`src/core/unused_placeholder_none.sv`:
```
/*
  intentionally empty compile unit; holds no logic.
  assumes nothing.
*/

```
`src/core/hs_timer_pkg.sv`:
```
/*
  package for the hot-swap fault timer control block: register offset,
  field widths and reset values, timing counts and reference codes.
  assumes a single 200 MHz system clock.
*/
package hs_timer_pkg;
  localparam int unsigned CLK_HZ = 200_000_000;
  localparam int unsigned INIT_MIN_MS = 29;
  localparam int unsigned INIT_MIN_CYC = INIT_MIN_MS * (CLK_HZ / 1000);
  localparam int unsigned RETRY_S = 10;
  localparam int unsigned RETRY_CYC_DEF = RETRY_S * CLK_HZ;
  localparam logic [7:0] FRACTION_ADDR = 8'hf6;
  localparam int FRAC_W = 4;
  localparam logic [FRAC_W-1:0] FRAC_RESET = 4'hf;
  localparam int REF_W = 12;
  // references are codes in millivolts at the comparator input
  localparam logic [REF_W-1:0] REF_FLOOR_MV = 12'h064; // 100 mV
  localparam int FRAC_DIV_SH = 4;                       // divide by 16
  localparam int CNT_W = 32;

  typedef struct packed {
    logic timer_high_threshold;
    logic timer_low_threshold;
    logic breaker_trip_level;
    logic undervoltage_in;
    logic overvoltage_in;
    logic power_good;
    logic supply_lockout;
    logic retry_n;
  } flags_s;

  typedef struct packed {
    logic pu_small;
    logic pu_large;
    logic pd_weak;
    logic pd_strong;
  } tsrc_s;

  localparam tsrc_s SRC_HOLD = '{pu_small: 1'b0, pu_large: 1'b0,
                                 pd_weak: 1'b0, pd_strong: 1'b1};
endpackage

```
`src/core/hs_timer_ctrl.sv`:
```
/*
  hot-swap fault timer and current-limit reference control.
  assumes comparator flags arrive asynchronously from the analog front end
  and register writes come from the transport logic on clk_in.
*/
module hs_timer_ctrl
  import hs_timer_pkg::*;
#(
  parameter int unsigned INIT_CYC = INIT_MIN_CYC,
  parameter int unsigned RETRY_CYC = RETRY_CYC_DEF
) (
  input wire logic clk_in,
  input wire logic rstn_in,
  input wire flags_s flags_in,
  input wire logic [REF_W-1:0] current_limit_set_in,
  input wire logic [REF_W-1:0] power_limit_set_in,
  input wire logic [REF_W-1:0] startup_limit_pin_in,
  input wire logic operation_on_in,
  input wire logic reg_wr_in,
  input wire logic [7:0] reg_addr_in,
  input wire logic [FRAC_W-1:0] reg_wdata_in,
  output logic [FRAC_W-1:0] reg_rdata_out,
  output tsrc_s timer_src_out,
  output logic gate_shutdown_out,
  output logic fault_out,
  output logic power_good_out,
  output logic [REF_W-1:0] limit_ref_out
);
  typedef enum logic [7:0] {
    ST_RESET = 8'h01, ST_INIT_UP = 8'h02, ST_INIT_DN = 8'h04,
    ST_WAIT = 8'h08, ST_ON = 8'h10, ST_TRIP = 8'h20,
    ST_LATCH = 8'h40, ST_RETRY = 8'h80
  } state_e;

  logic rst_s1_q, rst_q;
  always_ff @(posedge clk_in or negedge rstn_in) begin
    if (!rstn_in) begin
      rst_s1_q <= 1'b0;
      rst_q <= 1'b0;
    end else begin
      rst_s1_q <= 1'b1;
      rst_q <= rst_s1_q;
    end
  end
  wire logic rstn = rst_q;

  // two-stage synchroniser for comparator flags
  flags_s f1_q, f_q;
  always_ff @(posedge clk_in or negedge rstn) begin
    if (!rstn) begin
      f1_q <= '0;
      f_q <= '0;
    end else begin
      f1_q <= flags_in;
      f_q <= f1_q;
    end
  end

  // write strobe already runs on clk_in, so it is taken without a synchroniser
  logic [FRAC_W-1:0] frac_q, frac_d;
  always_comb begin
    frac_d = frac_q;
    if (reg_wr_in && reg_addr_in == FRACTION_ADDR) frac_d = reg_wdata_in;
  end

  function automatic logic [REF_W-1:0] min2(input logic [REF_W-1:0] a,
                                             input logic [REF_W-1:0] b);
    return (a < b) ? a : b;
  endfunction

  function automatic logic [REF_W-1:0] floor_ref(
    input logic [REF_W-1:0] a);
    return (a < REF_FLOOR_MV) ? REF_FLOOR_MV : a;
  endfunction

  logic [REF_W+FRAC_W:0] prod;
  logic [REF_W-1:0] reg_ref, start_ref, ref_d;
  always_comb begin
    prod = current_limit_set_in * ({1'b0, frac_q} + 5'h01);
    reg_ref = prod[REF_W+FRAC_DIV_SH-1:FRAC_DIV_SH];
    start_ref = min2(startup_limit_pin_in, reg_ref);
    ref_d = min2(current_limit_set_in, power_limit_set_in);
    if (!power_good_out) ref_d = min2(ref_d, start_ref);
    ref_d = floor_ref(ref_d);
  end

  state_e st_q, st_d;
  logic [CNT_W-1:0] cnt_q, cnt_d;
  logic init_done_q, init_done_d, uv_prev_q, on_prev_q;
  logic rearm_q, rearm_d;
  tsrc_s src_d;
  logic gate_d, fault_d, pg_d;
  wire logic window_ok = f_q.undervoltage_in && !f_q.overvoltage_in;

  always_comb begin
    st_d = st_q;
    cnt_d = cnt_q;
    init_done_d = init_done_q;
    rearm_d = rearm_q;
    src_d = SRC_HOLD;
    gate_d = 1'b1;
    fault_d = fault_out;
    pg_d = 1'b0;
    // edges are taken in any state; latch-off drops those seen too early
    if (!uv_prev_q && f_q.undervoltage_in) rearm_d = 1'b1;
    if (!on_prev_q && operation_on_in) rearm_d = 1'b1;
    if (f_q.supply_lockout) begin
      st_d = ST_RESET;
      cnt_d = '0;
      fault_d = 1'b0;
    end else begin
      unique case (st_q)
        ST_RESET: begin
          st_d = ST_INIT_UP;
          // a lockout mid-run must restart the whole minimum interval
          init_done_d = 1'b0;
          cnt_d = '0;
        end
        ST_INIT_UP: begin
          src_d = '{pu_small: 1'b1, default: 1'b0};
          if (!init_done_q) cnt_d = cnt_q + 1'b1;
          if (cnt_q >= CNT_W'(INIT_CYC - 1)) init_done_d = 1'b1;
          if (init_done_q && f_q.timer_high_threshold)
            st_d = ST_INIT_DN;
        end
        ST_INIT_DN: begin
          src_d = SRC_HOLD;
          if (f_q.timer_low_threshold) st_d = ST_WAIT;
        end
        ST_WAIT: begin
          src_d = '{pd_weak: 1'b1, default: 1'b0};
          if (window_ok) st_d = ST_ON;
        end
        ST_ON: begin
          src_d = '{pd_weak: 1'b1, default: 1'b0};
          gate_d = 1'b0;
          pg_d = f_q.power_good;
          if (!window_ok) st_d = ST_WAIT;
          else if (f_q.breaker_trip_level) st_d = ST_TRIP;
        end
        ST_TRIP: begin
          src_d = '{pu_large: 1'b1, default: 1'b0};
          gate_d = 1'b0;
          pg_d = f_q.power_good;
          if (f_q.timer_high_threshold) begin
            src_d = '{pd_weak: 1'b1, default: 1'b0};
            gate_d = 1'b1;
            fault_d = 1'b1;
            pg_d = 1'b0;
            rearm_d = 1'b0;
            cnt_d = '0;
            st_d = f_q.retry_n ? ST_LATCH : ST_RETRY;
          end else if (!f_q.breaker_trip_level) begin
            st_d = ST_ON;
          end
        end
        ST_LATCH: begin
          src_d = '{pd_weak: 1'b1, default: 1'b0};
          if (!f_q.timer_low_threshold) rearm_d = 1'b0;
          else if (rearm_q) begin
            fault_d = 1'b0;
            st_d = ST_WAIT;
          end
        end
        ST_RETRY: begin
          src_d = '{pd_weak: 1'b1, default: 1'b0};
          cnt_d = cnt_q + 1'b1;
          if (cnt_q >= CNT_W'(RETRY_CYC - 1) && f_q.timer_low_threshold) begin
            fault_d = 1'b0;
            st_d = ST_WAIT;
          end
        end
      endcase
    end
  end

  always_ff @(posedge clk_in or negedge rstn) begin
    if (!rstn) begin
      st_q <= ST_RESET;
      cnt_q <= '0;
      init_done_q <= 1'b0;
      rearm_q <= 1'b0;
      uv_prev_q <= 1'b0;
      on_prev_q <= 1'b0;
      frac_q <= FRAC_RESET;
      timer_src_out <= SRC_HOLD;
      gate_shutdown_out <= 1'b1;
      fault_out <= 1'b0;
      power_good_out <= 1'b0;
      limit_ref_out <= REF_FLOOR_MV;
      reg_rdata_out <= '0;
    end else begin
      st_q <= st_d;
      cnt_q <= cnt_d;
      init_done_q <= init_done_d;
      rearm_q <= rearm_d;
      uv_prev_q <= f_q.undervoltage_in;
      on_prev_q <= operation_on_in;
      frac_q <= frac_d;
      timer_src_out <= src_d;
      gate_shutdown_out <= gate_d;
      fault_out <= fault_d;
      power_good_out <= pg_d;
      limit_ref_out <= ref_d;
      reg_rdata_out <= frac_q;
    end
  end

  // run length of the small pull-up; read only by the minimum-time check
  logic [CNT_W-1:0] pu_run_q, pu_run_d;
  always_comb begin
    pu_run_d = timer_src_out.pu_small ? pu_run_q + 1'b1 : '0;
  end
  always_ff @(posedge clk_in or negedge rstn) begin
    if (!rstn) begin
      pu_run_q <= '0;
    end else begin
      pu_run_q <= pu_run_d;
    end
  end

  property p_one_src;
    @(posedge clk_in) disable iff (!rstn) $onehot(timer_src_out);
  endproperty
  a_one_src: assert property (p_one_src)
    else $error("timer sources");

  property p_floor;
    @(posedge clk_in) disable iff (!rstn) limit_ref_out >= REF_FLOOR_MV;
  endproperty
  a_floor: assert property (p_floor)
    else $error("ref below floor");

  property p_pg_start;
    @(posedge clk_in) disable iff (!rstn)
      power_good_out |=> limit_ref_out == floor_ref(
        min2($past(current_limit_set_in), $past(power_limit_set_in)));
  endproperty
  a_pg_start: assert property (p_pg_start)
    else $error("start-up limit still applied");

  property p_lockout;
    @(posedge clk_in) disable iff (!rstn)
      f_q.supply_lockout |=> gate_shutdown_out && timer_src_out.pd_strong;
  endproperty
  a_lockout: assert property (p_lockout)
    else $error("lockout hold");

  property p_trip_src;
    @(posedge clk_in) disable iff (!rstn)
      st_q == ST_TRIP && !f_q.timer_high_threshold && !f_q.supply_lockout
      |=> timer_src_out.pu_large;
  endproperty
  a_trip_src: assert property (p_trip_src)
    else $error("no large pu");

  property p_fault;
    @(posedge clk_in) disable iff (!rstn)
      st_q == ST_TRIP && f_q.timer_high_threshold && !f_q.supply_lockout
      |=> fault_out && gate_shutdown_out && !power_good_out;
  endproperty
  a_fault: assert property (p_fault)
    else $error("fault action");

  property p_init_min;
    @(posedge clk_in) disable iff (!rstn)
      $fell(timer_src_out.pu_small) && !$past(f_q.supply_lockout)
      |-> pu_run_q >= CNT_W'(INIT_CYC);
  endproperty
  a_init_min: assert property (p_init_min)
    else $error("init short");

  property p_latch_hold;
    @(posedge clk_in) disable iff (!rstn)
      st_q == ST_LATCH && !f_q.timer_low_threshold |=> st_q != ST_WAIT;
  endproperty
  a_latch_hold: assert property (p_latch_hold)
    else $error("early restart");

  property p_frac_reset;
    @(posedge clk_in) $rose(rstn) |-> frac_q == FRAC_RESET;
  endproperty
  a_frac_reset: assert property (p_frac_reset)
    else $error("frac reset");

  c_trip: cover property (@(posedge clk_in) st_q == ST_TRIP ##1 st_q == ST_ON);
  c_latch: cover property (@(posedge clk_in) st_q == ST_LATCH);
  c_on: cover property (@(posedge clk_in) st_q == ST_ON && power_good_out);
  c_retry: cover property (@(posedge clk_in)
    st_q == ST_RETRY ##1 st_q == ST_WAIT);
  c_lockout: cover property (@(posedge clk_in)
    f_q.supply_lockout ##1 st_q == ST_RESET);
endmodule

```
`config.mk`:
```
export PLATFORM = sky130hd
export DESIGN_NAME = hs_timer_ctrl
export DESIGN_NICKNAME = d
export VERILOG_FILES = /design/src/core/unused_placeholder_none.sv /design/src/core/hs_timer_pkg.sv /design/src/core/hs_timer_ctrl.sv
export SDC_FILE = /design/constraint.sdc
export NUM_CORES = 1
export LEC_CHECK = 0
export BUFFER_PORTS_ARGS = -buffer_cell sky130_fd_sc_hd__buf_2
export CAP_MARGIN = 10
export CORE_MARGIN = 1.5
export CORE_UTILIZATION = 40
export CTS_BUF_LIST = sky130_fd_sc_hd__clkbuf_4 sky130_fd_sc_hd__clkbuf_8
export DETAILED_ROUTE_END_ITERATION = 16
export GPL_TIMING_DRIVEN = 0
export PLACE_DENSITY = 0.59
export SLEW_MARGIN = 20
export SYNTH_ARGS = -nofsm -noshare
export SYNTH_HDL_FRONTEND = slang
export SYNTH_SLANG_ARGS = --single-unit
```
`constraint.sdc`:
```
create_clock -name clk_in -period 8 [get_ports clk_in]
set_input_delay 0 -clock clk_in [delete_from_list [all_inputs] [get_ports clk_in]]
set_output_delay 0 -clock clk_in [all_outputs]
set_load 0.02 [all_outputs]
```
# Word-level counts from Yosys, hierarchy flattened
# Cells that the tools add are included.
dict set report totals {
  ff_bits 89
  input_bits 60
  out_inout_bits 23
  elab_cells 126
}
dict set report classes {
  add_sub_neg 2
  mul 1
  order_cmp 6
  eq_ne 20
  mux 45
  bitwise_logic 1
  n_reduce_logical 17
}
# cell count
set op_table {}
lappend op_table {{one-hot mux 32 bit (4 select lines)} 1}
lappend op_table {{two-way mux 32 bit} 3}
lappend op_table {{two-way mux 8 bit} 12}
lappend op_table {{one-hot mux 8 bit (8 select lines)} 1}
lappend op_table {{two-way mux 12 bit} 5}
lappend op_table {{< comparator 12 bit} 3}
lappend op_table {{adder 32 x 1 -> 32 bit, second input constant} 1}
lappend op_table {{>= comparator 32 x 23 -> 1 bit, second input constant} 1}
lappend op_table {{>= comparator 32 x 31 -> 1 bit, second input constant} 1}
lappend op_table {{!= test 3 bit, second input constant} 8}
lappend op_table {{equality test 8 bit, second input constant} 2}
lappend op_table {{multiplier 12 x 5 -> 16 bit} 1}
lappend op_table {{two-way mux 1 bit} 15}
lappend op_table {{< comparator 12 x 7 -> 1 bit, second input constant} 1}
lappend op_table {{one-hot mux 4 bit (3 select lines)} 1}
lappend op_table {{equality test 8 x 1 -> 1 bit, second input constant} 1}
lappend op_table {{equality test 8 x 2 -> 1 bit, second input constant} 1}
lappend op_table {{equality test 8 x 3 -> 1 bit, second input constant} 1}
lappend op_table {{equality test 8 x 4 -> 1 bit, second input constant} 1}
lappend op_table {{equality test 8 x 5 -> 1 bit, second input constant} 1}
lappend op_table {{equality test 8 x 6 -> 1 bit, second input constant} 1}
lappend op_table {{equality test 8 x 7 -> 1 bit, second input constant} 1}
lappend op_table {{!= test 4 bit, second input constant} 2}
lappend op_table {{one-hot mux 1 bit (2 select lines)} 4}
lappend op_table {{other kinds (15)} 23}

# Longest topological paths before layout
dict set report logic_depth {
  depth_word 9
  ltp_mapped 40
  mapped_depth_nobuf 37
}

# Least setup slack after synthesis
# Ideal clock, no wire load.
dict set report synth_path {
  kind {flip-flop to flip-flop}
  startpoint {register frac_q[0]}
  endpoint {register limit_ref_out[5]}
  setup_time_ps 82
  t_arrival_ps 8037
  required_ps 7918
  path_slack_ps -119
  stages_incl_launch_ff 40
  n_path_buf 3
  synth_period_minus_slack_ps 8119
  cell_sequence {dfstp_2 -> ha_1 -> xor2_1 -> clkbuf_1 -> and2_1 -> fa_1 -> fa_1 -> inv_1 -> fa_1 -> inv_1 -> ha_1 -> a21o_1 -> o2bb2ai_1 -> or2_2 -> a21o_1 -> a21oi_1 -> xnor2_1 -> inv_1 -> [4 not listed] -> a21oi_1 -> maj3_1 -> a31oi_1 -> maj3_2 -> buf_2 -> mux2i_1 -> ha_1 -> a21o_1 -> a21o_1 -> a21oi_1 -> nor2_1 -> a211oi_1 -> nor2_1 -> a21oi_1 -> and3b_1 -> a21oi_1 -> buf_4 -> mux2_2}
}
dict set report synth_via {
  elab_chain_len 9
}
# element line_no
set synth_rtl {}
lappend synth_rtl {{start, declared} hs_timer_ctrl.sv:60} ;# logic [FRAC_W-1:0] frac_q, frac_d;
lappend synth_rtl {{start signal, assigned} hs_timer_ctrl.sv:199} ;# frac_q <= frac_d;
lappend synth_rtl {{adder 4 x 1 -> 5 bit *} hs_timer_ctrl.sv:79} ;# prod = current_limit_set_in * ({1'b0, frac_q} + 5'h01);
lappend synth_rtl {{multiplier 12 x 5 -> 16 bit *} hs_timer_ctrl.sv:79}
lappend synth_rtl {{< comparator 12 bit} hs_timer_ctrl.sv:68} ;# return (a < b) ? a : b;
lappend synth_rtl {{two-way mux 12 bit *} hs_timer_ctrl.sv:68}
lappend synth_rtl {{< comparator 12 bit} hs_timer_ctrl.sv:68}
lappend synth_rtl {{two-way mux 12 bit *} hs_timer_ctrl.sv:68}
lappend synth_rtl {{two-way mux 12 bit *} hs_timer_ctrl.sv:83} ;# if (!power_good_out) ref_d = min2(ref_d, start_ref);
lappend synth_rtl {{< comparator 12 x 7 -> 1 bit} hs_timer_ctrl.sv:73} ;# return (a < REF_FLOOR_MV) ? REF_FLOOR_MV : a;
lappend synth_rtl {{two-way mux 12 bit *} hs_timer_ctrl.sv:73}
lappend synth_rtl {{via ref_d[5]} hs_timer_ctrl.sv:77} ;# logic [REF_W-1:0] reg_ref, start_ref, ref_d;
lappend synth_rtl {{end signal, assigned} hs_timer_ctrl.sv:204} ;# limit_ref_out <= ref_d;
lappend synth_rtl {{end, declared} hs_timer_ctrl.sv:27} ;# output logic [REF_W-1:0] limit_ref_out
# The timed path passes the listed nets; every way through them passes the cells marked *.
# A chain may end at the register's enable or synchronous reset.

# Worst setup path after layout
# Ends and elaborated chain as after synthesis.

==> flow_results.org <==
** Outcome
- Run status :: completed

** STA
- Setup repair after global routing missed its margin :: true
- At the pin with the least slew margin, the transition time is about 0.87 ns.
- Min cycle time layout :: 7.879 ns
- Between clock sinks in the finished design, the worst skew comes to about 0.0093 ns.
- Number of endpoints failing setup at the final stage :: 0
- Timing would allow up to approximately 130 MHz.
- The number of hold violations in the final report was 0.
- Slew Limit Fails :: 0
- Headroom to the max-slew limit came out at 41.37%.
- In the finished design, the share of the clock period the worst path needs comes to 98.49%.

** Setup path
- Worst setup slack for register-to-register paths :: 0.12 ns
- Buffering stage count on the worst path with inverters included :: 5
- Maximum net fanout on the critical path :: 5
- Cells on worst reg2reg path :: 38
- Setup Crit Path Kind :: register to register
- At the worst endpoint, the required time is between 8 and 9 ns.
- Reg2reg start :: frac_q[0]
- Family with the most delay on the worst path :: adder cells
- Longest individual stage delay on the worst path :: 0.59 ns
- Crit path DAT :: 8.17 ns
- The worst register-to-register path ends at limit_ref_out[5].
- Startpoint types :: register
- Worst path most repeated cell :: sky130_fd_sc_hd__a21o_1
- For this design, the slowest cell found on the critical path is sky130_fd_sc_hd__dfstp_2.
- The worst setup path is captured at a register.

** Final layout
- The net count of the finished layout is between 1000 and 1500.
- Layout-stage area growth over the synthesis result :: 22.89%
- Final cell utilization of the core :: between 50% and 60%
- After filler insertion, the fill cell instance count of the layout stands at 1608.
- Fraction of layout instances using a drive strength above 1 :: roughly a quarter

** Clock network
- TritonCTS clock tree :: built
- CTS Buffer Depth :: 2
- Clock tree synthesis inserted a total of 9 buffers.
- The clock reaches the later pin of the worst-skew pair after 0.37 ns.
- The clock tree synthesis step divided the H-tree into 3 levels.
- Num Clock Sinks :: between 80 and 90
- The root buffer cell chosen for the clock tree is sky130_fd_sc_hd__clkbuf_8.
- Reg clk slew, reported paths :: 0.09 ns

** Placed design
- Routability Congestion :: 0.8323
- Detailed Place HPWL :: 12.42 mm
- Port Buffer Count :: 82

** Min path
- Counting instances, the worst hold path has a depth of 3.
- The tightest min-delay check is of the primary input to register type.
- Worst hold path endpoint :: limit_ref_out[8]
- Startpoint of the lowest-slack hold path :: power_limit_set_in[8]

** Routing
- Detailed routing inserted a total of 5717 vias.
- In the routed design, unresolved DRC markers number 0.
- Wire per inst :: 14.45 um
- After the first detailed-routing iteration, the DRC count stood at 290.
- Met2 wire length :: 6.906 mm
- Router iterations before antenna repair :: 4
- Top layer in use :: met5
- Using the TritonRoute via totals, the vias-per-cell ratio works out to a little over 5.
- The count of nets left with antenna violations once routing finished came out at 0.
- For this block, wires on met1 add up to 8.125 mm.
- Post-detailed-routing wire length :: 16.08 mm
- Wire segments on met3 add up to 895 um in the final route.

** Yosys
- Yosys warns :: 0
- Async S/R FF share, synth :: 100.0%
- Syn Inst Count :: 751
- Synth unique cells :: 67
- Avg Inst Size Synth :: 9.133 um^2
- Most area-hungry cell type in the Yosys netlist :: sky130_fd_sc_hd__dfrtp_1
- The most used flip-flop cell after synthesis is sky130_fd_sc_hd__dfrtp_1.
- Synthesis inferred 89 register bits.
- Ranked by instance count, the synthesized netlist is headed by sky130_fd_sc_hd__dfrtp_1 (79), sky130_fd_sc_hd__inv_1 (79), sky130_fd_sc_hd__nand2_1 (57).
- The share of the Yosys chip area taken by registers is approximately a third.
- Cell area after synthesis :: 6859 um^2
- Post-Synthesis Net Count :: 893
- Number of enable-type register cells in the synthesized netlist :: 0
- The top cell type by area accounts for 28.82% of the synthesized area.
- Leading cell types by total area after synthesis :: sky130_fd_sc_hd__dfrtp_1 (29%), sky130_fd_sc_hd__ha_1 (9.9%), sky130_fd_sc_hd__fa_1 (8.2%), sky130_fd_sc_hd__inv_1 (4.3%), sky130_fd_sc_hd__dfstp_2 (3.8%)

** Pwr
- The clock network burns 25.2% of the power.
- Total power for the finished layout comes to 1254 uW.
- Static leakage :: ~0.0040 uW
- IR drop worst, VDD :: 91.22 uV
- Sequential share of power :: 39.7%
- Dividing total power by cell area gives a power density of between 100 and 150 nW/um^2.
- Internal power summed over all cells :: ~830 uW
- Net switching is 33.91% of the power.
- For this design the total switching power over the nets is 425.1 uW.
- Combinational cells account for 35.1% of the total power.

** GRT
- Entering global routing, the biggest net connects between 50 and 60 pins.
- Total gr overflow :: 0
- Overall global routing resource usage :: 18.69%
- Global-route wire length before repair :: 27.06 mm
- The initial antenna violation count came to 2.
- The number of global-route vias before repair came to 5559.

** Floorplanning
- The total area inside the core boundary comes to 16640 um^2.
- The floorplan step defined a die boundary enclosing around 18000 um^2.
- For this design the top-level I/O count stands at between 80 and 90.
- The floorplan has 47 rows.
- Once the floorplan was initialized, standard cells occupied 41.21% of the core.
- Height of the chip :: approximately 130 um
- Width of the die :: 134.0 um

** Job
- Number of maximum-capacitance violations :: 0
==> placed cells by master (no fill, tap or decap), types with 24 or more instances in the layout <==
cell | netlist | layout
sky130_fd_sc_hd__inv_1 | 79 | 76
sky130_fd_sc_hd__nor2_1 | 53 | 53
sky130_fd_sc_hd__a21oi_1 | 34 | 29
sky130_fd_sc_hd__buf_2 | 2 | 83
sky130_fd_sc_hd__nand2_1 | 57 | 56
sky130_fd_sc_hd__o21ai_0 | 45 | 44
sky130_fd_sc_hd__buf_4 | 1 | 24
sky130_fd_sc_hd__and2_1 | 37 | 31
sky130_fd_sc_hd__ha_1 | 54 | 47
sky130_fd_sc_hd__fa_1 | 28 | 28
sky130_fd_sc_hd__dfrtp_1 | 79 | 78
==> per-stage QoR <==
stage	std cells	setup TNS [ns]	area, um^2	hold slack, ns	worst slack [ns]
2_1_floorplan	751	0	6878	-0.2956	0.08231
3_3_place_gp	1053	-9.221	7564	-0.2131	-0.9047
3_5_place_dp	1054	-9.175	7595	-0.2113	-0.8737
4_1_cts	1107	0	8308	0.007419	0.0007789
5_1_grt	1111	-2.245	8424	0.06315	-0.2237
6_report	1113	0	8429	0.03834	0.1205
==> state kept, by name (all words and copies together) (netlist names), 4 cells and up <==
name / cells
f_q: 8
frac_q: 4
limit_ref_out: 12
st_q: 8
f1_q: 8
cnt_q: 32
timer_src_out: 4
reg_rdata_out: 4
==> final cells by class <==
cell class	count	area, um^2	area share [%]
Timing Repair Buffer	125	798.3	9.470
Tap cell	220	275.3	3.266
Antenna cell	2	5.005	0.05937
Inverter	79	296.5	3.518
Clock inverter	7	77.57	0.9203
Multi-Input combinational cell	562	4488	53.24
Clock buffer	9	123.9	1.469
Buffer	20	121.4	1.440
Sequential cell	89	2243	26.61
==> layer usage <==
layer / global-route usage [%] / vias to the layer above
met5: 0 / -
met4: 3.563 / 2
met3: 4.460 / 14
met2: 28.95 / 108
met1: 26.78 / 2709
li1: - / 2884
==> worst max-delay path by stage <==
stage               from                to  slack (ns)  depth (start not counted)
2_1_floorplan  frac_q[0]  limit_ref_out[5]        0.08                         38
3_3_place_gp   frac_q[0]  limit_ref_out[5]       -0.90                         38
3_5_place_dp   frac_q[0]  limit_ref_out[6]       -0.87                         38
4_1_cts        frac_q[1]  limit_ref_out[5]      0.0008                         38
5_1_grt        frac_q[0]  limit_ref_out[5]       -0.22                         38
6_report       frac_q[0]  limit_ref_out[5]        0.12                         38
==> power groups by stage <==
stage	clock network (uW)	logic, uW	registers [uW]
detailed placement	0	373	507
floorplan	0	236	533
global placement	0	365	511
CTS	329	419	499
global route	346	493	501
finish	316	440	497
==> worst min-delay path, cell delays in order <==
cell and delay [ns]:
sky130_fd_sc_hd__buf_2 0.12, sky130_fd_sc_hd__mux2i_1 0.10, sky130_fd_sc_hd__mux2i_1 0.13
==> logic make-up (layout without fill, tap and decap cells) <==
| logic type | Yosys count | count (layout) | share of synthesized area [%] |
|---|---|---|---|
| simple gates | 265 | 265 | 20.54 |
| flops | 89 | 89 | 32.65 |
| mux | 37 | 37 | 5.673 |
| fa+ha+maj | 85 | 85 | 18.48 |
| compound gates | 147 | 147 | 13.57 |
| buf+inv | 100 | 240 | 5.582 |
| other cells | 1 | 3 | 0.05467 |
| xor+xnor | 27 | 27 | 3.448 |
==> repair_timing <==
item	4_1_cts	5_1_grt
resized for setup	39	21
hold buffers	18	0
pin swaps	31	31
endpoints found under the setup margin	12	12
endpoints found under the hold margin	19	0
gates cloned	1	0
buffers inserted	18	5
No activity file was read; power rests on OpenSTA's default activity.
